### src/core/hpm_regs.svh
// register offsets, field positions, reset values and timing counts of the host port front end
//
// Functional notes
// - chip mode strap high selects host control
// - two bus straps pick one of four modes
// - multiplex strap picks shared or split addressing
// - style strap picks the control signal set
// - multiplexed mode adds an internal chip select
// - cycles finish in fixed time at slow rates
// - ready output stretches cycles for fast hosts
// - each unmasked alarm activation raises interrupt once
// - reading alarm status drops the interrupt
// - per alarm masks gate the interrupt
// - rate strap low means 16x reference clock
`ifndef HPM_REGS_SVH
`define HPM_REGS_SVH

// register byte offsets on the bus
`define OFS_MODE        8'h00
`define OFS_ALARM_STAT  8'h04
`define OFS_ALARM_MASK  8'h08
`define OFS_CHIP_SEL    8'h0C
`define BANK_TAG        2'h1
`define BANK_WORDS      16

// mode register field positions
`define MB_CHIP         0
`define MB_MUX          1
`define MB_STYLE        2
`define MB_RATE         3
`define MB_STD          4
`define MB_CS           5

// alarm layout and reset values
`define ALARM_W         8
`define MASK_RST        8'h00
`define CS_SEL_RST      2'h0

// cycle timing: least access time rounds up to whole cycles
`define CLK_NS          4
`define ACCESS_NS       8
`define ACCESS_CYC      ((`ACCESS_NS + `CLK_NS - 1) / `CLK_NS)
`define ACC_CNT_W       3

// reference clock divide for the 16x rate
`define TXDIV_LAST      4'hF

`endif

### src/core/hpm_pkg.sv
// types of the host port front end
`include "hpm_regs.svh"
package hpm_pkg;

  // bus cycle sequencer states
  typedef enum logic [1:0] {
    ST_IDLE = 2'b00,
    ST_BUSY = 2'b01,
    ST_ACK  = 2'b10
  } bus_state_t;

  // Avalon-MM request from the master
  typedef struct packed {
    logic        read;
    logic        write;
    logic [7:0]  address;
    logic [31:0] writedata;
    logic [3:0]  byteenable;
  } avm_req_t;

  // strap pins
  typedef struct packed {
    logic       chip_mode_strap;
    logic       bus_multiplex_strap;
    logic       bus_style_strap;
    logic       tx_clock_rate_select;
    logic       tx_clock_standard_select;
    logic [1:0] device_id_strap;
  } strap_t;

  // storage bank state
  typedef struct packed {
    logic [`BANK_WORDS-1:0][7:0] mem;
    logic [7:0]                  rdata;
  } bank_state_t;

  // whole state of the front end
  typedef struct packed {
    bus_state_t              st;
    logic [`ACC_CNT_W-1:0]   wcnt;
    logic [31:0]             rdata;
    logic                    waitreq;
    logic                    wait_out;
    strap_t                  strap_s1;
    strap_t                  strap_s2;
    logic                    ref_s1;
    logic                    ref_s2;
    logic                    ref_d;
    logic [3:0]              txdiv;
    logic                    tx_en;
    logic [`ALARM_W-1:0]     alarm_d;
    logic [`ALARM_W-1:0]     alarm_stat;
    logic [`ALARM_W-1:0]     alarm_mask;
    logic [1:0]              cs_sel;
    logic                    irq;
    logic [1:0]              mode_sel;
  } hpm_state_t;

endpackage : hpm_pkg

### src/core/reg_bank.sv
// sixteen byte storage bank with registered read data
`timescale 1ns/1ps
`default_nettype none
module reg_bank (
  // clock and reset
  input  wire logic       clk_sys,
  input  wire logic       rstn,
  // write port
  input  wire logic       we,
  input  wire logic [3:0] waddr,
  input  wire logic [7:0] wdata,
  // read port
  input  wire logic [3:0] raddr,
  output logic      [7:0] rdata
);
  import hpm_pkg::*;

  bank_state_t s;       // current contents
  bank_state_t next_s;  // next contents

  // write one entry, read the addressed one every cycle
  always_comb begin
    next_s = s;
    next_s.rdata = s.mem[raddr];
    if (we) begin
      next_s.mem[waddr] = wdata;
    end
  end

  // register the bank
  always_ff @(posedge clk_sys or negedge rstn) begin
    if (!rstn) begin
      s <= '0;
    end else begin
      s <= next_s;
    end
  end

  // read data straight from its flop
  assign rdata = s.rdata;

endmodule : reg_bank
`default_nettype wire

### src/core/host_port_ctrl.sv
// host port front end: strap modes, register bus slave, alarm interrupt, transmit clock rate
//
// Design decisions made here: the placing of the registers and the Avalon-MM register port.
`timescale 1ns/1ps
`default_nettype none
`include "hpm_regs.svh"
module host_port_ctrl (
  // clock and reset
  input  wire logic                clk_sys,
  input  wire logic                rstn,
  // register bus
  input  wire hpm_pkg::avm_req_t   avs_req,
  output logic [31:0]              avs_readdata,
  output logic                     avs_waitrequest,
  // strap pins
  input  wire hpm_pkg::strap_t     strap_pins,
  // alarm levels from the line channels
  input  wire logic [`ALARM_W-1:0] alarm_in,
  // transmit reference clock pin and its rate enable
  input  wire logic                tx_reference_clock,
  output logic                     tx_clock_enable,
  // decoded configuration
  output logic                     host_mode,
  output logic [1:0]               bus_mode_sel,
  output logic                     addr_shared,
  output logic                     ctrl_style,
  output logic                     tx_clock_is_16x,
  output logic                     tx_clock_is_e1,
  output logic                     chip_select_on,
  // wait-state handshake and interrupt
  output logic                     wait_handshake_out,
  output logic                     alarm_irq
);
  import hpm_pkg::*;

  localparam int WAIT_MAX = `ACCESS_CYC + 1;  // longest wait for an answer

  hpm_state_t          s;         // current state
  hpm_state_t          next_s;    // next state
  logic [`ALARM_W-1:0] rise;      // alarm activations this cycle
  logic                bank_hit;  // request targets the storage bank
  logic                cs_ok;     // internal chip select passes
  logic                csr_ok;    // registers writable
  logic                mem_we;    // bank write strobe
  logic [7:0]          mem_rdata; // bank read data
  logic                req_any;   // any request present

  // one edge detector per alarm line
  genvar gi;
  generate
    for (gi = 0; gi < `ALARM_W; gi = gi + 1) begin : g_rise
      assign rise[gi] = alarm_in[gi] & ~s.alarm_d[gi];
    end
  endgenerate

  // request decode
  assign req_any  = avs_req.read | avs_req.write;
  assign bank_hit = (avs_req.address[7:6] == `BANK_TAG);
  // shared bus mode compares the selected device with the own id strap
  assign cs_ok    = ~s.strap_s2.bus_multiplex_strap
                  | (s.cs_sel == s.strap_s2.device_id_strap);
  // direct logic mode locks software out
  assign csr_ok   = s.strap_s2.chip_mode_strap;
  // bank write lands at the accepting edge only
  assign mem_we   = (s.st == ST_ACK) & avs_req.write & avs_req.byteenable[0]
                  & bank_hit & csr_ok & cs_ok;

  // storage bank of sixteen locations behind the host port
  reg_bank u_bank (
    .clk_sys (clk_sys),
    .rstn    (rstn),
    .we      (mem_we),
    .waddr   (avs_req.address[5:2]),
    .wdata   (avs_req.writedata[7:0]),
    .raddr   (avs_req.address[5:2]),
    .rdata   (mem_rdata)
  );

  // next state of the whole front end
  always_comb begin
    next_s = s;

    // strap and reference clock synchronisers
    next_s.strap_s1 = strap_pins;
    next_s.strap_s2 = s.strap_s1;
    next_s.ref_s1   = tx_reference_clock;
    next_s.ref_s2   = s.ref_s1;
    next_s.ref_d    = s.ref_s2;

    // four interface modes from the two bus straps
    next_s.mode_sel = {s.strap_s2.bus_multiplex_strap, s.strap_s2.bus_style_strap};

    // transmit rate enable: every edge, or every sixteenth edge
    next_s.tx_en = 1'b0;
    if (s.strap_s2.tx_clock_rate_select) begin
      // primary rate clock
      next_s.txdiv = 4'h0;
      next_s.tx_en = s.ref_s2 & ~s.ref_d;
    end else if (s.ref_s2 & ~s.ref_d) begin
      // 16x clock, count edges
      next_s.txdiv = s.txdiv + 4'h1;
      next_s.tx_en = (s.txdiv == `TXDIV_LAST);
    end

    // alarm history for edge detection
    next_s.alarm_d = alarm_in;

    // bus cycle sequencer
    next_s.waitreq  = 1'b1;
    next_s.wait_out = 1'b0;
    case (s.st)
      ST_IDLE: begin
        // take a new request and stretch the cycle
        if (req_any) begin
          next_s.st       = ST_BUSY;
          next_s.wcnt     = `ACC_CNT_W'(`ACCESS_CYC - 1);
          next_s.wait_out = 1'b1;
        end
      end
      ST_BUSY: begin
        if (s.wcnt == '0) begin
          // answer next cycle, data ready now
          next_s.st      = ST_ACK;
          next_s.waitreq = 1'b0;
          next_s.rdata   = 32'h00000000;
          if (avs_req.read) begin
            if (bank_hit) begin
              // bank reads blocked by chip select return zero
              if (csr_ok && cs_ok) begin
                next_s.rdata = {24'h000000, mem_rdata};
              end
            end else if (avs_req.address == `OFS_MODE) begin
              // strap view, always readable
              next_s.rdata[`MB_CHIP]  = s.strap_s2.chip_mode_strap;
              next_s.rdata[`MB_MUX]   = s.strap_s2.bus_multiplex_strap;
              next_s.rdata[`MB_STYLE] = s.strap_s2.bus_style_strap;
              next_s.rdata[`MB_RATE]  = s.strap_s2.tx_clock_rate_select;
              next_s.rdata[`MB_STD]   = s.strap_s2.tx_clock_standard_select;
              next_s.rdata[`MB_CS]    = ~cs_ok;
            end else if (!csr_ok) begin
              // direct logic mode hides the rest
              next_s.rdata = 32'h00000000;
            end else if (avs_req.address == `OFS_ALARM_STAT) begin
              next_s.rdata = {24'h000000, s.alarm_stat};
            end else if (avs_req.address == `OFS_ALARM_MASK) begin
              next_s.rdata = {24'h000000, s.alarm_mask};
            end else if (avs_req.address == `OFS_CHIP_SEL) begin
              next_s.rdata = {26'h0, s.strap_s2.device_id_strap, 2'h0, s.cs_sel};
            end else begin
              // unmapped: zero, no effect
              next_s.rdata = 32'h00000000;
            end
          end
        end else begin
          // keep stretching
          next_s.wcnt     = s.wcnt - `ACC_CNT_W'(1);
          next_s.wait_out = 1'b1;
        end
      end
      ST_ACK: begin
        // the request is accepted at this edge
        next_s.st = ST_IDLE;
      end
      default: begin
        next_s.st = ST_IDLE;
      end
    endcase

    // register writes at the accepting edge, lane zero only
    if (s.st == ST_ACK && avs_req.write && avs_req.byteenable[0] && csr_ok) begin
      if (avs_req.address == `OFS_ALARM_MASK) begin
        next_s.alarm_mask = avs_req.writedata[`ALARM_W-1:0];
      end else if (avs_req.address == `OFS_CHIP_SEL) begin
        next_s.cs_sel = avs_req.writedata[1:0];
      end else if (avs_req.address == `OFS_ALARM_STAT) begin
        // write one to clear
        next_s.alarm_stat = s.alarm_stat & ~avs_req.writedata[`ALARM_W-1:0];
      end
    end

    // reading the status clears every sticky bit
    if (s.st == ST_ACK && avs_req.read && csr_ok && avs_req.address == `OFS_ALARM_STAT) begin
      next_s.alarm_stat = 8'h00;
    end

    // new activations win over any clear
    next_s.alarm_stat = next_s.alarm_stat | rise;

    // level interrupt from unmasked sticky bits, host mode only
    next_s.irq = csr_ok & (|(s.alarm_stat & s.alarm_mask));
  end

  // register the whole state
  always_ff @(posedge clk_sys or negedge rstn) begin
    if (!rstn) begin
      s            <= '0;
      s.st         <= ST_IDLE;
      s.waitreq    <= 1'b1;
      s.alarm_mask <= `MASK_RST;
      s.cs_sel     <= `CS_SEL_RST;
    end else begin
      s <= next_s;
    end
  end

  // outputs straight from flops
  assign avs_readdata       = s.rdata;
  assign avs_waitrequest    = s.waitreq;
  assign wait_handshake_out = s.wait_out;
  assign alarm_irq          = s.irq;
  assign tx_clock_enable    = s.tx_en;
  assign bus_mode_sel       = s.mode_sel;
  assign host_mode          = s.strap_s2.chip_mode_strap;
  assign addr_shared        = s.strap_s2.bus_multiplex_strap;
  assign ctrl_style         = s.strap_s2.bus_style_strap;
  assign tx_clock_is_16x    = ~s.strap_s2.tx_clock_rate_select;
  assign tx_clock_is_e1     = s.strap_s2.tx_clock_standard_select;
  assign chip_select_on     = s.strap_s2.bus_multiplex_strap;

  // every request is answered within the stretch time
  property p_wait_bounded;
    @(posedge clk_sys) disable iff (!rstn)
      (s.st == ST_IDLE && req_any) |-> ##[1:WAIT_MAX] !avs_waitrequest;
  endproperty
  a_wait_bounded: assert property (p_wait_bounded) else $error("request not answered in time");

  // the answer lasts one cycle
  property p_ack_single;
    @(posedge clk_sys) disable iff (!rstn)
      !avs_waitrequest |=> avs_waitrequest && !wait_handshake_out;
  endproperty
  a_ack_single: assert property (p_ack_single) else $error("answer longer than one cycle");

  // interrupt only from an unmasked set bit
  property p_irq_cause;
    @(posedge clk_sys) disable iff (!rstn)
      alarm_irq |-> $past(|(s.alarm_stat & s.alarm_mask));
  endproperty
  a_irq_cause: assert property (p_irq_cause) else $error("interrupt without unmasked alarm");

  // a status read leaves only fresh activations
  property p_read_clears;
    @(posedge clk_sys) disable iff (!rstn)
      (s.st == ST_ACK && avs_req.read && csr_ok && avs_req.address == `OFS_ALARM_STAT)
      |=> ((s.alarm_stat & ~$past(rise)) == 8'h00);
  endproperty
  a_read_clears: assert property (p_read_clears) else $error("status not cleared by read");

  // every activation is caught
  property p_alarm_caught;
    @(posedge clk_sys) disable iff (!rstn)
      (|rise) |=> ((s.alarm_stat & $past(rise)) == $past(rise));
  endproperty
  a_alarm_caught: assert property (p_alarm_caught) else $error("alarm activation lost");

  // the mode follows both bus straps one cycle on
  property p_mode_decode;
    @(posedge clk_sys) disable iff (!rstn)
      ##2 bus_mode_sel == $past({addr_shared, ctrl_style});
  endproperty
  a_mode_decode: assert property (p_mode_decode) else $error("bus mode not decoded from straps");

  // direct logic mode keeps the interrupt low
  property p_direct_quiet;
    @(posedge clk_sys) disable iff (!rstn)
      !host_mode |=> !alarm_irq;
  endproperty
  a_direct_quiet: assert property (p_direct_quiet) else $error("interrupt in direct logic mode");

  // chip select mismatch blocks bank writes
  property p_cs_blocks;
    @(posedge clk_sys) disable iff (!rstn)
      (s.st == ST_ACK && avs_req.write && bank_hit && addr_shared
       && s.cs_sel != s.strap_s2.device_id_strap) |-> !mem_we;
  endproperty
  a_cs_blocks: assert property (p_cs_blocks) else $error("bank written while deselected");

  // the 16x rate enable is spaced by many cycles
  property p_tx_div;
    @(posedge clk_sys) disable iff (!rstn)
      (tx_clock_enable && tx_clock_is_16x && $past(tx_clock_is_16x, 3)) |=> !tx_clock_enable [*8];
  endproperty
  a_tx_div: assert property (p_tx_div) else $error("16x enable too frequent");

  // unmapped reads answer zero
  property p_unmapped_zero;
    @(posedge clk_sys) disable iff (!rstn)
      (s.st == ST_ACK && avs_req.read && !bank_hit && avs_req.address > `OFS_CHIP_SEL)
      |-> avs_readdata == 32'h00000000;
  endproperty
  a_unmapped_zero: assert property (p_unmapped_zero) else $error("unmapped read not zero");

  // the stretch covers two cycles, then the answer comes
  property p_stretch_count;
    @(posedge clk_sys) disable iff (!rstn)
      (s.st == ST_IDLE && req_any) |=> wait_handshake_out [*2] ##1 (!wait_handshake_out && !avs_waitrequest);
  endproperty
  a_stretch_count: assert property (p_stretch_count) else $error("stretch length wrong");

  // the handshake output is high only inside a stretched cycle
  property p_wait_out_busy;
    @(posedge clk_sys) disable iff (!rstn)
      wait_handshake_out |-> (avs_waitrequest && s.st == ST_BUSY);
  endproperty
  a_wait_out_busy: assert property (p_wait_out_busy) else $error("handshake outside a stretch");

  // nothing is answered while the sequencer idles
  property p_ready_idle;
    @(posedge clk_sys) disable iff (!rstn)
      (s.st == ST_IDLE) |-> avs_waitrequest;
  endproperty
  a_ready_idle: assert property (p_ready_idle) else $error("answer while idle");

  // in host mode any unmasked sticky bit raises the interrupt one cycle on
  property p_irq_from_status;
    @(posedge clk_sys) disable iff (!rstn)
      (host_mode && (|(s.alarm_stat & s.alarm_mask))) |=> alarm_irq;
  endproperty
  a_irq_from_status: assert property (p_irq_from_status) else $error("unmasked alarm without interrupt");

  // with every alarm masked the interrupt stays low
  property p_mask_blocks;
    @(posedge clk_sys) disable iff (!rstn)
      (s.alarm_mask == 8'h00) |=> !alarm_irq;
  endproperty
  a_mask_blocks: assert property (p_mask_blocks) else $error("interrupt while all masked");

  // a status read with no fresh activation drops the interrupt two cycles on
  property p_irq_drop;
    @(posedge clk_sys) disable iff (!rstn)
      (s.st == ST_ACK && avs_req.read && csr_ok && avs_req.address == `OFS_ALARM_STAT && !(|rise))
      |=> ##1 !alarm_irq;
  endproperty
  a_irq_drop: assert property (p_irq_drop) else $error("interrupt kept after status read");

  // direct logic mode leaves the masks and the selection untouched
  property p_direct_locked;
    @(posedge clk_sys) disable iff (!rstn)
      !csr_ok |=> ($stable(s.alarm_mask) && $stable(s.cs_sel));
  endproperty
  a_direct_locked: assert property (p_direct_locked) else $error("register changed in direct mode");

  // at line rate every synchronised rise gives one enable
  property p_tx_line_rate;
    @(posedge clk_sys) disable iff (!rstn)
      (!tx_clock_is_16x && s.ref_s2 && !s.ref_d) |=> tx_clock_enable;
  endproperty
  a_tx_line_rate: assert property (p_tx_line_rate) else $error("line rate enable missing");

endmodule : host_port_ctrl
`default_nettype wire

### config.mk
export PLATFORM = sky130hd
export DESIGN_NAME = host_port_ctrl
export DESIGN_NICKNAME = d
export VERILOG_FILES = /design/src/core/hpm_pkg.sv /design/src/core/reg_bank.sv /design/src/core/host_port_ctrl.sv
export VERILOG_INCLUDE_DIRS = /design/src /design/src/core
export SDC_FILE = /design/constraint.sdc
export NUM_CORES = 1
export LEC_CHECK = 0
export BUFFER_PORTS_ARGS = -buffer_cell sky130_fd_sc_hd__buf_2
export CAP_MARGIN = 20
export CORE_ASPECT_RATIO = 0.6
export CORE_MARGIN = 8
export CORE_UTILIZATION = 30
export CTS_CLUSTER_SIZE = 12
export DETAILED_ROUTE_END_ITERATION = 8
export GPL_TIMING_DRIVEN = 0
export PLACE_DENSITY = 0.51
export SYNTH_ARGS = -nofsm -noshare
export SYNTH_HDL_FRONTEND = slang
export SYNTH_SLANG_ARGS = --single-unit
### constraint.sdc
create_clock -name clk_sys -period 2.55 [get_ports clk_sys]
set_input_delay 0.51 -clock clk_sys [delete_from_list [all_inputs] [get_ports clk_sys]]
set_output_delay 0.51 -clock clk_sys [all_outputs]
set_load 0.01 [all_outputs]
== Word level (Yosys, flattened, before mapping) ==
Cells that the tools add are included.
W data, S select, Z words.

* ROM bits: 0
* Output and inout bits: 44
* Memories kept: 0
* Latch bits: 0
* RAM bits: 0
* Register bits: 226
* Word-level logic and storage cells: 147

* Divide/modulo/power cells: 0
* Reduce and logical (&&, ||, !) cells: 19
* Add/subtract/negate cells: 2
* Multiply operators: 0
* Bitwise logic cells: 34
* Mux-type cells: 34
* Equality and inequality tests: 11
* Shift-type cells: 0
* $lt $le $gt $ge: 2

{| class="wikitable"
|+ Operators with widths
! operator !! number
|-
| $mux W32 || 5
|-
| $bwmux W128 || 1
|-
| $mux W8 || 8
|-
| $bmux W8 S4 || 1
|-
| $demux W8 S4 || 1
|-
| $mux W26 || 1
|-
| $mux W18 || 1
|-
| $and A8 B8 Y8 || 2
|-
| $eq A8 B4 Y1 const B || 2
|-
| $and A1 B1 Y1 || 15
|-
| $mux W5 || 3
|-
| $not A1 Y1 || 13
|-
| $mux W6 || 2
|-
| $eq A8 B3 Y1 const B || 1
|-
| $logic_and A1 B1 Y1 || 8
|-
| $logic_not A8 Y1 || 1
|-
| $not A8 Y8 || 1
|-
| $or A8 B8 Y8 || 1
|-
| $reduce_or A8 Y1 || 1
|-
| $mux W2 || 3
|-
| $ne A2 B2 Y1 const B || 3
|-
| $pmux W3 S2 || 1
|-
| $reduce_and A2 Y1 || 3
|-
| $reduce_and A3 Y1 || 2
|-
| other kinds (16) || 22
|}

== Longest topological paths before layout ==
* Depth in word-level cells: 8
* Mapped depth: 8

== By module ==
A second synthesis with hierarchy kept.

* Cells, all modules: 638
* Area, all modules: 9148.8 µm²

{| class="wikitable"
|+ Modules (own cells, without submodules)
! module !! cells each !! times used !! seq. area each (µm²) !! area an instance (µm²)
|-
| reg_bank || 381 || 1 || 3403.3 || 6157.2
|-
| host_port_ctrl || 257 || 1 || 1652.8 || 2991.6
|}

== Worst setup path before layout ==
Ideal clock, no wire load.

* Kind: input to register
* From: input avs_req[38] (netlist name)
* To: register u_bank.s, in the netlist u_bank.rdata[2]
* Cell stages on the path: 4
* Path buffers: 2
* Path slack: 0.541 ns
* Arrival time: 1.871 ns
* Cell sequence: buf_2 buf_2 mux4_2 mux4_2

{| class="wikitable"
|+ RTL lines
! item !! line !! RTL
|-
| start: declaration || host_port_ctrl.sv:12 || <nowiki>input wire hpm_pkg::avm_req_t avs_req,</nowiki>
|-
| end signal: assignment || reg_bank.sv:35 || <nowiki>s <= next_s;</nowiki>
|-
| end: declaration || reg_bank.sv:18 || <nowiki>bank_state_t s;</nowiki>
|}

== Worst setup path in the final report ==
* From: register s[38] (netlist name)
* To: register u_bank.s[58] (netlist name)

* Word-level cells in the longest chain between the ends: 3

{| class="wikitable"
|+ RTL lines
! item !! line !! RTL
|-
| start: declaration || host_port_ctrl.sv:38 || <nowiki>hpm_state_t s;</nowiki>
|-
| start signal: assignment || host_port_ctrl.sv:202 || <nowiki>s <= next_s;</nowiki>
|-
| $eq A2 B2 Y1 || host_port_ctrl.sv:61 || <nowiki>| (s.cs_sel == s.strap_s2.device_id_strap);</nowiki>
|-
| $or A1 B1 Y1 || host_port_ctrl.sv:61 ||
|-
| $and A1 B1 Y1 || host_port_ctrl.sv:66 || <nowiki>& bank_hit & csr_ok & cs_ok;</nowiki>
|}

No other way between the ends.
A chain may end at the register's enable or synchronous reset.

==> results.sh <==
export IMPL_pre_cts_slack_ps=-237
export IMPL_clk_latency_ps=510
export IMPL_synth_edf_count=0
export IMPL_layout_nets=768
export IMPL_gp_routability_congestion=0.790
export IMPL_cp_max_fo=10
export IMPL_fin_ws_ps=243
export IMPL_start_util_pct=30.1
export IMPL_relSlewSlack_pct=37.5
export IMPL_max_cap_viol_count=0
export IMPL_die_w_um=243
export IMPL_cts_resized=0
export IMPL_drive_above_1_share_pct=47.5
export IMPL_wirelength_um=23100
export IMPL_min_period_ps=2310
export IMPL_reg2reg_depth=6
export IMPL_grt_max_degree=115
export IMPL_setup_viol=0
export IMPL_crit_chain="xor2_1 > o21ai_0 > buf_6 > buf_4 > nand4_4 > mux2_4"
export IMPL_synth_ff_type="dfrtp_1"
export IMPL_vias=5331
export IMPL_synth_distinct_cells=58
export IMPL_clockBufferDepth=3
export IMPL_finalHoldViolCount=0
export IMPL_synth_seq_area_share_pct=54.5
export IMPL_syn_to_final_growth_pct=15.3
export IMPL_critPathBufInv=2
export IMPL_netlist_instances=608
export IMPL_dr_pass1_iters=4
export IMPL_path_depth=6
export IMPL_place_inst=1095
export IMPL_grt_usage_pct=12.6
export IMPL_max_slew_worst_pin_slew_ps=937
export IMPL_cts_tree="done"
export IMPL_fill_cells=3043
export IMPL_gr_total_overflow=0
export IMPL_multi_input_area_mm2=0.00376
export IMPL_layout_common_cells="201 x dfrtp_1, 137 x mux2_2, 54 x buf_2"
export IMPL_numPortBuffers=47
export IMPL_path_delay_family="buffers and inverters"
export IMPL_layout_commonest_cell="dfrtp_1"
export IMPL_cts_sinks=202
export IMPL_wl_per_cell_um=20.6
export IMPL_instances_no_fill=1122
export IMPL_dp_hpwl_um=17000
export IMPL_min_period_over_period_pct=90.5
export IMPL_vdd_drop_max_mv=0.363
export IMPL_ant_nets=0
export IMPL_io_pins=108
export IMPL_p_per_area_mw_per_mm2=636
export IMPL_core_mm2=0.0308
export IMPL_async_reset_ff_share_pct=100
export IMPL_crit_arrival_ps=2690
export IMPL_seq_area_mm2=0.00506
export IMPL_htreeDepth=1
export IMPL_crit_path_max_incr_delay_ps=400
export IMPL_cts_buffers=20
export IMPL_post_cts_buffers=0
export IMPL_drt_initial_drc_count=356
export IMPL_critPathCaptureType="flip-flop"
export IMPL_die_area_mm2=0.0370
export IMPL_yosysWarnings=0
export IMPL_die_h_um=152
export IMPL_synthesis_area_mm2=0.00927
export IMPL_finalMaxSlewViolations=0
export IMPL_required_ps=2930
export IMPL_cts_hold_buf=0
export IMPL_leakage_nw=5.17
export IMPL_viasPerCell=4.75
export IMPL_hp_class="input pin to async pin"
export IMPL_synth_seq_cells=202
export IMPL_rows=50
export IMPL_clock_skew_ps=24.6
export IMPL_crit_path_start_kind="flip-flop"
export IMPL_first_global_vias=5535
export IMPL_drc_errors=0
export IMPL_avgSynthCellArea_um2=15.2
export IMPL_rsz0062_at_grt="false"
export IMPL_grt_pass1_wl_um=36200
export IMPL_crit_slowest_cell="dfrtp_1"
export IMPL_grt_antenna_before_repair=0
export IMPL_crit_type="flip-flop to flip-flop"
export IMPL_fmax_mhz=433
export IMPL_cts_reportedPaths_clkPinSlew_ps=70
export IMPL_status="finished, final reports clean"
export IMPL_cts_root_buf="clkbuf_16"
export IMPL_diodes=0
## per-layer routing
metal	part of all wire, %	vias up	global-route usage, %
met4	1.3	0	1.62
met5	0	-	0
met3	6.5	27	4.36
met1	55	2802	20.8
met2	37	110	15.2
li1	-	2392	-
## area by class of cell
type	instances	area share, %
flip-flops and latches	202	47.3
multi-input cells	340	35.1
clock buffers	26	4.89
well taps	416	4.87
plain buffers	75	4.61
repair buffers	48	2.55
inverters	14	0.492
clock inverters	1	0.152
## worst register-to-register path, cell delays in order (launching register included)
cell,delay [ps]
dfrtp_1,400
xor2_1,210
o21ai_0,350
buf_6,240
buf_4,270
nand4_4,310
mux2_4,400
## cells in the mapped netlist, drive strengths merged (4+ instances only)
library cell,instances,share of area [%]
dfrtp,201,54
mux2,142,17
buf,53,4.2
mux4,40,9.7
clkbuf,22,1.1
nand4,19,3.3
inv,14,0.57
nand2,12,0.51
nor2,12,0.51
a22oi,11,0.89
nand3,10,0.54
a32o,8,0.86
o21ai,6,0.32
a31oi,5,0.34
nor2b,4,0.27
o31ai,4,0.32
xor2,4,0.38
## where the power goes
| part | internal, mW | leakage [nW] | total, mW | switching (mW) |
|---|---|---|---|---|
| registers | 3.33 | 2.70 | 3.40 | 0.0725 |
| clock network | 1.43 | 0.260 | 2.63 | 1.20 |
| logic | 0.307 | 2.21 | 0.772 | 0.466 |
## path summary, 6_finish.rpt
kind	from	to	slack [ps]
setup / recovery	s[38]	u_bank.s[58]	240
hold / removal	rstn	u_bank.s[38]	10
setup reg to reg	s[38]	u_bank.s[58]	240
hold reg to reg	next_s[38]	s[38]	340
max in group asynchronous	rstn	next_s[38]	1510
min in group clk_sys	strap_pins[5]	next_s[42]	110
## sequential cells by signal (all words and copies together), names as in the netlist
signal              count
u_bank.s              128
wait_handshake_out      1
alarm_irq               1
tx_clock_is_e1          1
addr_shared             1
host_mode               1
avs_waitrequest         1
u_bank.rdata            8
s                      39
next_s                  9
bus_mode_sel            2
tx_clock_enable         1
ctrl_style              1
avs_readdata            8
## metrics by stage
step                      instance area, µm²  hold WS [ps]  TNS (ps)  util (%)  total power, mW
final                                  10700          14.3         0      34.7             6.80
after global routing                   10700          57.6         0      34.7             7.15
after CTS                              10700          31.4         0      34.7             6.93
after detailed placement               10200           335     -2040      33.0             4.24
after global placement                 10100           333   -528170      32.9             4.22
after floorplan                         9360           214         0         -             3.93
## cells by family after synthesis
logic type                 after synthesis  share of synthesized area [%]
AOI/OAI and AO/OA                       47                           4.01
xor gates and xnor gates                 5                          0.472
adders and majority gates                3                          0.405
buffers and inverters                   89                           5.88
DFF                                    202                           54.5
muxes                                  184                           27.4
other                                    1                         0.0404
and+or+nand+nor                         77                           7.27
Note: power is estimated with default switching activity, not from simulation.
